$ cat src/design/updown_wiper_nv_store_regs.vh
`ifndef UPDOWN_WIPER_NV_STORE_REGS_VH
`define UPDOWN_WIPER_NV_STORE_REGS_VH

// ==========================================================
// timing figures (ns) and cycle counts at 25 MHz
`define CLK_PERIOD_NS             40
`define POS_COUNT                 32
`define POS_MAX                   5'h1F
`define SELECT_SETUP_NS           50
`define DIR_SETUP_NS              100
`define STROBE_LOW_NS             50
`define STROBE_HIGH_NS            100
`define STROBE_TO_DESELECT_NS     500
`define DESELECT_NS               100
`define SELECT_PULSE_WIDTH_NS     100
`define STORE_TIME_NS             10000000
`define NV_LOAD_TIME_NS           500000
`define CONTROL_WAKE_TIME_NS      2000000
`define CYC(ns) (((ns) + `CLK_PERIOD_NS - 1) / `CLK_PERIOD_NS)
`define SELECT_SETUP_CYC          `CYC(`SELECT_SETUP_NS)
`define DIR_SETUP_CYC             `CYC(`DIR_SETUP_NS)
`define STROBE_LOW_CYC            `CYC(`STROBE_LOW_NS)
`define STROBE_HIGH_CYC           `CYC(`STROBE_HIGH_NS)
`define STROBE_TO_DESELECT_CYC    `CYC(`STROBE_TO_DESELECT_NS)
`define DESELECT_CYC              `CYC(`DESELECT_NS)
`define SELECT_PULSE_WIDTH_CYC    `CYC(`SELECT_PULSE_WIDTH_NS)
`define STORE_CYC                 `CYC(`STORE_TIME_NS)
`define CONTROL_WAKE_CYC          `CYC(`CONTROL_WAKE_TIME_NS)

`endif

$ cat src/design/updown_wiper_host.v
// Operation
// - host opens session, holds select low
// - direction set early, strobe left high
// - select rises before strobe: no save
// - strobe rises early before select: save
// - select pulse, strobe high: save only
`timescale 1ns/10ps
`include "updown_wiper_nv_store_regs.vh"

module updown_wiper_host (
  input  wire       clock,
  input  wire       resetn,
  input  wire       clock_enable,
  input  wire       cmd_valid,
  input  wire [1:0] cmd_op,
  input  wire       cmd_dir_up,
  input  wire [4:0] cmd_steps,
  output reg        cmd_ready,
  output reg        done,
  output reg  [4:0] pos_est,
  output reg        select_n,
  output reg        dir_up,
  output reg        strobe_n
);

  // ==========================================================
  // commands: 0 move without save, 1 move and save, 2 save only
  localparam OP_MOVE      = 2'h0;
  localparam OP_MOVE_SAVE = 2'h1;
  localparam OP_SAVE      = 2'h2;

  localparam S_WAKE   = 4'h0;
  localparam S_IDLE   = 4'h1;
  localparam S_SEL    = 4'h2;
  localparam S_FALL   = 4'h3;
  localparam S_LOW    = 4'h4;
  localparam S_HIGH   = 4'h5;
  localparam S_ENDRAW = 4'h6;
  localparam S_ENDSTB = 4'h7;
  localparam S_PULSE  = 4'h8;
  localparam S_STORE  = 4'h9;
  localparam S_GAP    = 4'hA;

  // ==========================================================
  // counter loads, one less than the wait where the load edge counts
  localparam [31:0] WAKE_LOAD   = `CONTROL_WAKE_CYC;
  localparam [31:0] PULSE_LOAD  = `SELECT_PULSE_WIDTH_CYC - 1;
  localparam [31:0] DIR_LOAD    = `DIR_SETUP_CYC - 1;
  localparam [31:0] IC_LOAD     = `STROBE_TO_DESELECT_CYC - 1;
  localparam [31:0] LOW_LOAD    = `STROBE_LOW_CYC - 1;
  localparam [31:0] HIGH_LOAD   = `STROBE_HIGH_CYC - 1;
  localparam [31:0] GAP_LOAD    = `DESELECT_CYC - 1;
  localparam [31:0] STORE_LOAD  = `STORE_CYC - 1;

  // ==========================================================
  // registers
  // shared down-counter for every pin wait
  reg [3:0]  state_reg;
  reg [23:0] count_reg;
  reg [4:0]  left_reg;
  reg        save_reg;

  wire       count_zero = (count_reg == 24'h000000);

  // ==========================================================
  // sequencer
  always @(posedge clock) begin
    if (!resetn) begin
      state_reg <= S_WAKE;
      count_reg <= WAKE_LOAD[23:0];
      left_reg  <= 5'h00;
      save_reg  <= 1'b0;
      cmd_ready <= 1'b0;
      done      <= 1'b0;
      pos_est   <= 5'h00;
      select_n  <= 1'b1;
      dir_up    <= 1'b0;
      strobe_n  <= 1'b1;
    end else if (clock_enable) begin
      done <= 1'b0;
      if (!count_zero)
        count_reg <= count_reg - 24'h000001;
      case (state_reg)
        S_WAKE: begin
          // device loads its saved value inside this wait
          if (count_zero) begin
            state_reg <= S_IDLE;
            cmd_ready <= 1'b1;
          end
        end
        S_IDLE: begin
          // op 3 is treated as a plain move
          if (cmd_valid) begin
            cmd_ready <= 1'b0;
            dir_up    <= cmd_dir_up;
            left_reg  <= cmd_steps;
            save_reg  <= (cmd_op == OP_MOVE_SAVE);
            select_n  <= 1'b0;
            if (cmd_op == OP_SAVE) begin
              state_reg <= S_PULSE;
              count_reg <= PULSE_LOAD[23:0];
            end else begin
              state_reg <= S_SEL;
              count_reg <= DIR_LOAD[23:0];
            end
          end
        end
        S_SEL: begin
          // zero steps ends as a plain save
          if (count_zero) begin
            if (left_reg == 5'h00) begin
              state_reg <= S_ENDSTB;
              count_reg <= IC_LOAD[23:0];
            end else
              state_reg <= S_FALL;
          end
        end
        S_FALL: begin
          // estimate follows the device, saturating at both ends
          strobe_n  <= 1'b0;
          left_reg  <= left_reg - 5'h01;
          if (dir_up && pos_est != `POS_MAX)
            pos_est <= pos_est + 5'h01;
          else if (!dir_up && pos_est != 5'h00)
            pos_est <= pos_est - 5'h01;
          state_reg <= S_LOW;
          count_reg <= LOW_LOAD[23:0];
        end
        S_LOW: begin
          // strobe rising first saves, select rising first does not
          if (count_zero) begin
            if (left_reg == 5'h00) begin
              if (save_reg) begin
                strobe_n  <= 1'b1;
                state_reg <= S_ENDSTB;
                count_reg <= IC_LOAD[23:0];
              end else begin
                select_n  <= 1'b1;
                state_reg <= S_ENDRAW;
                count_reg <= LOW_LOAD[23:0];
              end
            end else begin
              strobe_n  <= 1'b1;
              state_reg <= S_HIGH;
              count_reg <= HIGH_LOAD[23:0];
            end
          end
        end
        S_HIGH: begin
          // strobe high time before the next fall
          if (count_zero)
            state_reg <= S_FALL;
        end
        S_ENDRAW: begin
          // strobe rises only once select is already high
          if (count_zero) begin
            strobe_n  <= 1'b1;
            state_reg <= S_GAP;
            count_reg <= GAP_LOAD[23:0];
          end
        end
        S_ENDSTB: begin
          if (count_zero) begin
            select_n  <= 1'b1;
            state_reg <= S_STORE;
            count_reg <= STORE_LOAD[23:0];
          end
        end
        S_PULSE: begin
          // select pulse with strobe high, wiper stays put
          if (count_zero) begin
            select_n  <= 1'b1;
            state_reg <= S_STORE;
            count_reg <= STORE_LOAD[23:0];
          end
        end
        S_STORE: begin
          // device ignores the pins for the whole store time
          if (count_zero)
            state_reg <= S_GAP;
        end
        S_GAP: begin
          // deselect time before the next session
          if (count_zero) begin
            state_reg <= S_IDLE;
            cmd_ready <= 1'b1;
            done      <= 1'b1;
          end
        end
        default: begin
          state_reg <= S_IDLE;
          cmd_ready <= 1'b1;
        end
      endcase
    end
  end

endmodule // updown_wiper_host

$ cat config.mk
export PLATFORM = sky130hd
export DESIGN_NAME = updown_wiper_host
export DESIGN_NICKNAME = d
export VERILOG_FILES = /design/src/design/updown_wiper_host.v
export VERILOG_INCLUDE_DIRS = /design/src /design/src/design
export SDC_FILE = /design/constraint.sdc
export NUM_CORES = 1
export LEC_CHECK = 0
export BUFFER_PORTS_ARGS = -buffer_cell sky130_fd_sc_hd__buf_2
export CORE_ASPECT_RATIO = 1.2
export CORE_UTILIZATION = 60
export CTS_BUF_LIST = sky130_fd_sc_hd__clkbuf_8
export DETAILED_ROUTE_END_ITERATION = 8
export PLACE_DENSITY = 0.83
export SETUP_SLACK_MARGIN = 0.1
export SYNTH_ARGS = -nofsm -noshare
export SYNTH_HDL_FRONTEND = slang
export SYNTH_SLANG_ARGS = --single-unit
$ cat constraint.sdc
create_clock -name clock -period 6.2 [get_ports clock]
set_input_delay 0.93 -clock clock [delete_from_list [all_inputs] [get_ports clock]]
set_output_delay 0.93 -clock clock [all_outputs]
set_load 0.01 [all_outputs]
-- After elaboration in Yosys (flattened, before gate mapping)
Index checks and enable logic that the tools add are counted.
- register bits: 44
- input bits: 12
- output and inout port bits: 10
- logic and storage cells: 100
- $add $sub $neg: 4
- eq/ne operators: 24
- muxes and demuxes: 39
- bitwise logic cells: 1
- reduce and logical (&&, ||, !) cells: 22
- operator list (cell ; number):
    $mux W24 ; 8
    $pmux W24 S6 ; 1
    $mux W4 ; 10
    $pmux W4 S8 ; 1
    $logic_not A24 Y1 ; 1
    $sub A24 B1 Y24 const B ; 1
    $eq A4 B3 Y1 const B ; 4
    $mux W5 ; 3
    $ne A2 B2 Y1 const B ; 7
    $eq A4 B4 Y1 const B ; 3
    $mux W1 ; 11
    $pmux W5 S2 ; 1
    $sub A5 B1 Y5 const B ; 2
    $pmux W1 S3 ; 3
    $reduce_and A3 Y1 ; 3
    $eq A4 B2 Y1 const B ; 2
    $reduce_and A8 Y1 ; 1
    $reduce_or A8 Y1 ; 1
    $reduce_and A7 Y1 ; 1
    $ne A2 B1 Y1 const B ; 3
    $reduce_bool A3 Y1 ; 2
    $reduce_or A2 Y1 ; 3
    $add A5 B1 Y5 const B ; 1
    $logic_not A5 Y1 ; 1
    14 further kinds ; 16

-- Depth between registers and ports, before layout
Gate-level depths: netlist of the first run.
- word-level depth: 5
- gate-level depth with buffers: 13
- depth with buffers taken out: 12

-- Worst setup path before layout of the first run
Ideal clock, no wire load.
- path type: register to register
- start point: reg count_reg[11]
- end point: reg count_reg[0]
- setup time: 137 ps
- data arrival time: 2430 ps
- data required time: 6063 ps
- setup slack: 3634 ps
- stages on the path, launching flop included: 13
- buffers on the path: 2
- period minus slack after synthesis: 2566 ps
- cell sequence: dfxtp_1 or4_1 buf_2 or3_4 buf_6 nor2_4 inv_2 ha_1 nor2_1 nor2_1 o21bai_1 a21oi_1 a31oi_1
- longest elaborated chain between the ends: 5
- elaborated cells between the ends (all ways): 9
- those cells by class: mux (8); reduce/logical (1)
- RTL lines (element ; RTL line ; text):
    from (decl) ; updown_wiper_host.v:59 ; reg [23:0] count_reg;
    from (signal assigned) ; updown_wiper_host.v:70 ; count_reg <= WAKE_LOAD[23:0];
    from (signal assigned) ; updown_wiper_host.v:82 ; count_reg <= count_reg - 24'h000001;
    from (signal assigned) ; updown_wiper_host.v:101 ; count_reg <= PULSE_LOAD[23:0];
    $logic_not A24 Y1 (*) ; updown_wiper_host.v:63 ; wire count_zero = (count_reg == 24'h000000);
    $mux W24 ; updown_wiper_host.v:81 ; if (!count_zero)
    $mux W24 ; updown_wiper_host.v:111 ; if (left_reg == 5'h00) begin
    $mux W24 ; updown_wiper_host.v:110 ; if (count_zero) begin
    $pmux W24 S6 (*) ; updown_wiper_host.v:83 ; case (state_reg)
Mark *: on every way between the ends. The rest lies on a longest branch, timed or not.
A chain may end at the register's enable or synchronous reset.

-- Worst setup path after layout of the first run
- start point: reg count_reg[0]
- end point: reg count_reg[0]
- longest elaborated chain between the ends: 5
- elaborated cells between the ends (all ways): 10
- those cells by class: add/sub (1); mux (8); reduce/logical (1)
- RTL lines (element ; RTL line):
    $sub A24 B1 Y24 / $logic_not A24 Y1 (equally long branches) ; updown_wiper_host.v:82, updown_wiper_host.v:63
    $mux W24 ; updown_wiper_host.v:81
    $mux W24 ; updown_wiper_host.v:111
    $mux W24 ; updown_wiper_host.v:110
    $pmux W24 S6 (*) ; updown_wiper_host.v:83
Marked as above.

==> impl_metrics.yaml, run 1 <==
synthesis:
  syn_area_sq_um: 3219
  yosysWarnings: 0
  async_flop_share_pct: 0
  yosys.area_share.adder_pct: 3.731
  synthCells: 404
  synth_ff_type: "dfxtp_1"
  ys_types: 71
  synth_xor_area_share_pct: 2.993
  synth_top_family_by_area: "compound AO/OA/AOI/OAI gates"
  yosys.area_share.simple_pct: 28.33
  synth_nets: 425
  synthMuxAreaShare_pct: 2.176
  ys_seq_elements: 44
  synth-edff-count: 0
  synth_compound_area_share_pct: 29.69
  ys_seq_area_share_pct: 27.36
  syn_area_per_cell_sq_um: 7.969
critical_path:
  critPathRequiredTime_ps: 6370
  path_class: "register to register"
  arrival_ps: 3560
  worst_setup_path_start_kind: "register"
  cp_max_fo: 14
  endpoint_kind: "register"
floorplanning:
  die_y_um: 82.24
  num_rows: 28
  start_util_pct: 63.81
  die-area_sq_um: 5663
  dieWidth_um: 68.87
  core_area_sq_um: 5045
  ios: 22
cts:
  cts-root-buf: "clkbuf_8"
  cts.sinks: 44
  post_cts_buffers: 0
  cts_made_buffers: 5
  clockBufferDepth: 2
  clk_latency_ps: 300
  cts_hold_buf: 0
  htreeDepth: 2
  cts_tree: "yes"
  cts_resized: 0
  clk_pin_slew_ps: 80
cells_and_area:
  layout-drive-gt1-share_pct: 12.90
  insertedDiodeCount: 0
  area_delta_synth_final_pct: 4.625
  largest_register_ffs: 24
  final_cell_mix: "dfxtp_1 (44), a21oi_1 (35), nor2_1 (34), nand2_1 (27), o21ai_0 (25)"
  fin_util_pct: 66.77
  finalNetCount: 424
  multiInputGateArea_sq_um: 2155
  fin_area_sq_um: 3368
  fillCellCount: 434
  final_common_cell: "dfxtp_1"
  seqCellArea_sq_um: 880.8
routing:
  drc: 0
  viasPerCell: 6.782
  firstDrtPassIters: 5
  routedWlPerCell_um: 17.75
  antenna_left: 0
  detailedRoute.firstIterationViolations: 205
  vias: 3140
  routed_wl_um: 8219
placement:
  numPortBuffers: 21
  place_area_sq_um: 3272
  gp_congestion: 1.047
  dp.final_hpwl_um: 5774
  dp_slack_ps: 2866
global_route:
  track_usage_pct: 31.35
  grt_pass1_vias: 2918
  grt_pass1_wl_um: 13420
  grt_max_degree: 31
  overflow: 0
  antenna_found_initial: 0
sta:
  finalSetupViolations: 0
  fin_crit_sh_pct: 54.71
  fin_tns_setup_ps: 0
  rsz0062_at_grt: "no"
  final_hold_viol_count: 0
  worst_slack_ps: 2808
  fmax_ghz: 0.2948
  final_max_slew_viol_count: 0
  whs_ps: 473.6
  worst_slew_pin_slew_ps: 905.8
  clock-skew-final_ps: 4.165
  min_period_ps: 3392
  slew-limit-headroom_pct: 39.53
power:
  p_per_area_nw_per_um2: 162.6
  leakage_uw: 0.001132
  peakVddDrop_uv: 86.72
outcome:
  status: "finished, final reports clean"
hold_path:
  min_path_type: "register to register"
run:
  maxCapViolCount: 0
[cell usage after synthesis (all sizes together) (5+ instances only)]
| library cell | number | area (sq um) |
|---|---|---|
| or4 | 8 | 60.06 |
| ha | 8 | 100.1 |
| a31oi | 5 | 31.28 |
| o211ai | 5 | 37.54 |
| nand2 | 27 | 101.4 |
| a221oi | 5 | 43.79 |
| nor2 | 35 | 138.9 |
| dfxtp | 44 | 880.8 |
| o31ai | 7 | 52.55 |
| nand2b | 11 | 68.82 |
| o21ai | 25 | 125.1 |
| o2111ai | 5 | 43.79 |
| nor3 | 10 | 55.05 |
| clkbuf | 21 | 78.83 |
| inv | 13 | 48.79 |
| or3 | 7 | 48.80 |
| a21oi | 35 | 175.2 |
| nor4b | 6 | 65.06 |
| nor3b | 6 | 45.04 |
| nand3 | 10 | 50.05 |
| a211oi | 9 | 72.57 |
| nor4 | 8 | 56.30 |
| xor2 | 7 | 61.31 |
| mux2i | 7 | 70.07 |
| buf | 9 | 56.30 |
| nor2b | 5 | 31.28 |
[path summary, 6_finish.rpt]
path | to | slack, ps | depth (start not counted) | from
max reg2reg | count_reg[0] | 2810 | 12 | count_reg[0]
min reg2reg | done | 470 | 2 | done
max | count_reg[0] | 2810 | 12 | count_reg[0]
min | done | 470 | 2 | done
[worst max-delay path, cell delays in order, from the launching register on]
cell and delay, ps:
dfxtp_1 360, inv_1 140, ha_1 160, nor4b_1 430, nand4_1 670, nor2_4 530, inv_2 150, ha_1 340
nor2_1 50, nor2_1 90, o21bai_1 70, a21oi_1 180, a31oi_1 90
[through the flow]
| step | cells | total power (uW) |
|---|---|---|
| floorplan | 404 | 337.1 |
| global placement | 456 | 353.1 |
| detailed placement | 456 | 354.2 |
| CTS | 463 | 549.3 |
| global route | 463 | 563.8 |
| finish | 463 | 547.5 |
[where the power goes]
group | internal [uW] | total (uW) | leakage, uW | switching (uW)
logic | 20.5 | 55.4 | 0.000725 | 34.9
clock network | 99.4 | 199 | 0.0000503 | 99.2
registers | 286 | 293 | 0.000356 | 7.03
total | 406 | 548 | 0.00113 | 141
[layer usage]
metal | share of wire [%] | global-route usage, %
met1 | 42 | 35.71
met2 | 49 | 53.30
met3 | 4.9 | 5.907
met4 | 4.1 | 18.57
met5 | 0 | 0
[final cells by class]
type	count	area share, %
Multi-Input combinational cell	317	63.97
Sequential cell	44	26.15
Timing Repair Buffer	22	3.343
Clock buffer	7	2.860
Tap cell	60	2.229
Inverter	13	1.449
[logic make-up (layout without fill, tap and decap cells)]
group / after synthesis / in the layout
flip-flops: 44 / 44
multiplexers: 7 / 7
AND/OR/NAND/NOR: 155 / 155
AO/OA/AOI/OAI: 135 / 135
XOR/XNOR: 11 / 11
adder cells (fa/ha/maj): 9 / 9
buffers and inverters: 43 / 42
Note: power is estimated with default switching activity, not from simulation.
==> inputs of run 2 (changes only) <==
- clock period: 6.2 -> 3.4 ns (I/O delays scaled with it)
==> run 2 against run 1 <==
  * Maximum frequency grew 26%
  * Global-route usage grew 0.29 points
  * Worst setup slack lost 2100 ps
  * Die area is the same
  * Final area grew 2.3%
  * Critical endpoint unchanged
  * Largest cell class unchanged
  * Largest power group unchanged
==> impl_metrics.yaml, run 2 (synthesized netlist as in run 1, its figures left out) <==
outcome:
  status: "finished, final reports clean"
cts:
  clockBufferDepth: 2
  post_cts_buffers: 0
  cts-root-buf: "clkbuf_8"
  clk_latency_ps: 300
  clk_pin_slew_ps: 80
  cts_tree: "yes"
  cts_hold_buf: 0
  cts_made_buffers: 5
  cts.sinks: 44
  cts_resized: 0
  htreeDepth: 2
global_route:
  grt_pass1_vias: 2983
  grt_max_degree: 30
  antenna_found_initial: 0
  grt_pass1_wl_um: 13540
  overflow: 0
  track_usage_pct: 31.64
critical_path:
  worst_setup_path_start_kind: "register"
  path_cells: "or4_1 > or3_4 > nor2_4 > inv_2 > ha_1 > nor2_1 > nor2_1 > o21bai_1 > a21oi_1 > a31oi_1"
  r2r_start: "count_reg[11]"
  cp_max_fo: 13
  cp_slowest_cell: "or4_1"
  r2r_cells: 10
  worst_path_most_repeated_cell: "nor2_1"
  r2r-end: "count_reg[0]"
  critPathRequiredTime_ps: 3630
  crit_path_max_incr_delay_ps: 690
  path_class: "register to register"
  endpoint_kind: "register"
  arrival_ps: 2930
  cp-startpoint: "count_reg[11]"
  r2r_setup_slack_ps: 700
sta:
  worst_slack_ps: 701.6
  final_hold_viol_count: 0
  worst_slew_pin_slew_ps: 939.6
  fin_tns_setup_ps: 0
  clock-skew-final_ps: 8.440
  rsz0062_at_grt: "no"
  fmax_ghz: 0.3706
  final_max_slew_viol_count: 0
  whs_ps: 442.8
  finalSetupViolations: 0
  slew-limit-headroom_pct: 36.47
  fin_crit_sh_pct: 79.36
  min_period_ps: 2698
cells_and_area:
  fin_area_sq_um: 3445
  layout-drive-gt1-share_pct: 14.94
  final_cell_mix: "dfxtp_1 (44), a21oi_1 (35), nor2_1 (34), nand2_1 (27), o21ai_0 (25)"
  fillCellCount: 424
  insertedDiodeCount: 0
  largest_register_ffs: 24
  area_delta_synth_final_pct: 6.996
  final_common_cell: "dfxtp_1"
  finalNetCount: 435
power:
  leakage_uw: 0.001192
  switching_share_pct: 26.09
  p_int_uw: 721.1
  p_per_area_nw_per_um2: 283.3
  seq_power_share_pct: 54.9
  peakVddDrop_uv: 227.5
  power.switching_uw: 254.6
  power_frac_clock_pct: 34.4
  power_frac_comb_pct: 10.7
floorplanning:
  die_y_um: 82.24
  start_util_pct: 63.81
  dieWidth_um: 68.87
  core_area_sq_um: 5045
  ios: 22
  num_rows: 28
  die-area_sq_um: 5663
hold_path:
  holdPathStages: 3
  min_to: "dir_up"
  hp-start: "cmd_dir_up"
  min_path_type: "input pin to register"
placement:
  gp_congestion: 0.9394
  dp_slack_ps: 739.2
  dp.final_hpwl_um: 5908
  place_area_sq_um: 3354
  numPortBuffers: 21
routing:
  drc: 0
  antenna_left: 0
  vias: 3244
  routed_wl_um: 8434
  detailedRoute.firstIterationViolations: 259
  viasPerCell: 6.829
  routedWlPerCell_um: 17.76
  firstDrtPassIters: 5
run:
  maxCapViolCount: 0
## run 2: layout make-up
class	instances	area, sq um	area share, %
multi-input combinational	317	2155	62.55
clock inverter	2	7.507	0.2179
inverter	13	48.80	1.417
tap	60	75.07	2.179
clock buffer	6	82.58	2.397
timing repair buffer	33	195.2	5.667
sequential	44	880.8	25.57
## run 2: stage by stage
stage | power, uW | std cells | utilization (%)
after floorplan | 614.8 | 404 | -
after global placement | 647.3 | 467 | 66.49
after detailed placement | 648.8 | 467 | 66.49
after CTS | 982.7 | 475 | 68.28
after global routing | 1014 | 475 | 68.28
final | 975.7 | 475 | 68.28
## run 2: worst max path at each step
stage | end | slack (ps) | cells past startpoint
6_report | count_reg[0] | 700 | 10
5_1_grt | count_reg[0] | 510 | 10
4_1_cts | count_reg[0] | 730 | 10
2_1_floorplan | count_reg[0] | 830 | 12
3_5_place_dp | count_reg[0] | 740 | 10
3_3_place_gp | count_reg[0] | 800 | 10
## run 2: worst max-delay path: cells and delay by family (launching register included)
family / cells / cell delay (ps)
buffers and inverters: 1 / 80
DFF: 1 / 360
AOI/OAI and AO/OA: 3 / 360
adders and majority gates: 1 / 310
and+or+nand+nor: 5 / 1520
## run 2: metal layers
layer | part of all wire [%] | wire length [um] | track usage [%] | vias up
li1 | - | - | - | 1572
met5 | 0 | 0 | 0 | -
met4 | 2.7 | 228 | 16.12 | 0
met1 | 42 | 3546 | 36.50 | 1516
met2 | 50 | 4191 | 55.34 | 126
met3 | 5.5 | 468 | 4.808 | 30
## run 2: power by group through the flow
| stage | logic (uW) | clock network (uW) | registers (uW) |
|---|---|---|---|
| after CTS | 102 | 345 | 535 |
| after floorplan | 71.3 | 0 | 543 |
| after global routing | 115 | 363 | 537 |
| final | 104 | 335 | 536 |
| after detailed placement | 101 | 0 | 547 |
| after global placement | 100 | 0 | 547 |
==> inputs of run 3 (changes only) <==
- clock period: 3.4 -> 2.5 ns (I/O delays scaled with it)
==> run 3 against run 2 <==
  * Combinational power rose by 59%
  * Highest routed layer unchanged
  * Total power up 40%
  * Flip-flop and latch count did not move
  * Clock skew hardly changed
==> impl_metrics.yaml, run 3 (synthesized netlist as in run 1, its figures left out) <==
outcome:
  status: "finished, final reports clean"
placement:
  dp_slack_ps: 151.0
  numPortBuffers: 21
  dp.final_hpwl_um: 6336
  gp_congestion: 0.9549
global_route:
  grt_pass1_vias: 3137
  grt_busiest_layer: "met2"
  grt_pass1_wl_um: 14890
  use_met3_pct: 9.753
  use_met2_pct: 55.53
  met1_usage_pct: 41.48
  grt_max_degree: 30
  track_usage_pct: 35.05
  antenna_found_initial: 0
  overflow: 0
power:
  leakage_uw: 0.001295
  peakVddDrop_uv: 219.6
  p_per_area_nw_per_um2: 374.0
hold_path:
  min_path_type: "input pin to register"
sta:
  fin_crit_sh_pct: 95.14
  min_period_ps: 2378
  worst_slack_ps: 121.6
  worst_slew_pin_slew_ps: 648.2
  finalSetupViolations: 0
  clock-skew-final_ps: 8.915
  rsz0062_at_grt: "yes"
  fin_tns_setup_ps: 0
  fmax_ghz: 0.4205
  final_max_slew_viol_count: 0
  slew-limit-headroom_pct: 56.41
  final_hold_viol_count: 0
  whs_ps: 314.0
routing:
  drc: 0
  firstDrtPassIters: 7
  antenna_left: 0
  detailedRoute.firstIterationViolations: 316
  routedWlPerCell_um: 18.15
  viasPerCell: 6.818
  vias: 3375
  routed_wl_um: 8984
cts:
  htreeDepth: 2
  clk_pin_slew_ps: 90
  cts_tree: "yes"
  clk_latency_ps: 300
  cts_made_buffers: 5
  clockBufferDepth: 2
  cts-root-buf: "clkbuf_8"
  cts.sinks: 44
floorplanning:
  start_util_pct: 63.81
  num_rows: 28
  core_area_sq_um: 5045
  die_y_um: 82.24
  ios: 22
  die-area_sq_um: 5663
  dieWidth_um: 68.87
critical_path:
  arrival_ps: 2560
  cp_max_fo: 7
  path_cells: "or4_4 > or3_4 > nor2_4 > inv_4 > ha_4 > nor2_2 > nor2_1 > o21bai_1 > a21oi_1 > a31oi_1"
  endpoint_kind: "register"
  cp_slowest_cell: "or4_4"
  critPathRequiredTime_ps: 2680
  crit_path_max_incr_delay_ps: 530
  worst_setup_path_start_kind: "register"
  path_class: "register to register"
run:
  maxCapViolCount: 0
cells_and_area:
  final_cell_mix: "dfxtp_1 (41), a21oi_1 (35), nor2_1 (33), buf_4 (32), nand2_1 (27)"
  final_common_cell: "dfxtp_1"
  fin_util_pct: 72.30
  fillCellCount: 391
  finalNetCount: 455
  area_delta_synth_final_pct: 13.29
  largest_register_ffs: 24
  insertedDiodeCount: 0
  layout-drive-gt1-share_pct: 21.38
## run 3: area by class of cell
| cell class | count | area [sq um] | area share [%] |
|---|---|---|---|
| flip-flops and latches | 44 | 887.1 | 24.32 |
| repair buffers | 53 | 345.3 | 9.468 |
| clock inverters | 2 | 10.01 | 0.2744 |
| inverters | 13 | 51.30 | 1.407 |
| well taps | 60 | 75.07 | 2.058 |
| multi-input cells | 317 | 2196 | 60.21 |
| clock buffers | 6 | 82.58 | 2.264 |
## run 3: routing by layer
layer | vias to the layer above | wire length, um
li1 | 1597 | -
met1 | 1576 | 3577
met2 | 168 | 4405
met3 | 34 | 636
met4 | 0 | 364
met5 | - | 0
## run 3: critical path: cells and delay by family (launching register included)
family / cells / cell delay (ps)
AND/OR/NAND/NOR: 5 / 1210
flip-flops: 1 / 370
AO/OA/AOI/OAI: 3 / 310
adder cells (fa/ha/maj): 1 / 270
buffers and inverters: 1 / 80
## run 3: repair_timing
| item | 4_1_cts | 5_1_grt |
|---|---|---|
| resized for setup | 0 | 10 |
| hold buffers | 0 | 0 |
| buffers inserted | 0 | 3 |
| endpoints found under the setup margin | 0 | 24 |
## run 3: metrics by stage
step / total power [uW] / cell area [sq um] / cells
global route: 1416 / 3647 / 495
global placement: 896.2 / 3500 / 484
detailed placement: 898.4 / 3500 / 484
CTS: 1368 / 3592 / 492
floorplan: 837.4 / 3248 / 404
finish: 1364 / 3647 / 495
## run 3: worst paths after layout
kind	startpoint	end	slack [ps]	cells past startpoint
min	cmd_dir_up	dir_up	310	3
max	count_reg[12]	count_reg[0]	120	10
max reg2reg	count_reg[12]	count_reg[0]	120	10
min reg2reg	done	done	470	2
## run 3: power by group
group          switching (uW)  internal (uW)  total [uW]
clock                     253            221         474
sequential               16.2            709         725
combinational            96.6           68.3         165
total                     366            998        1360
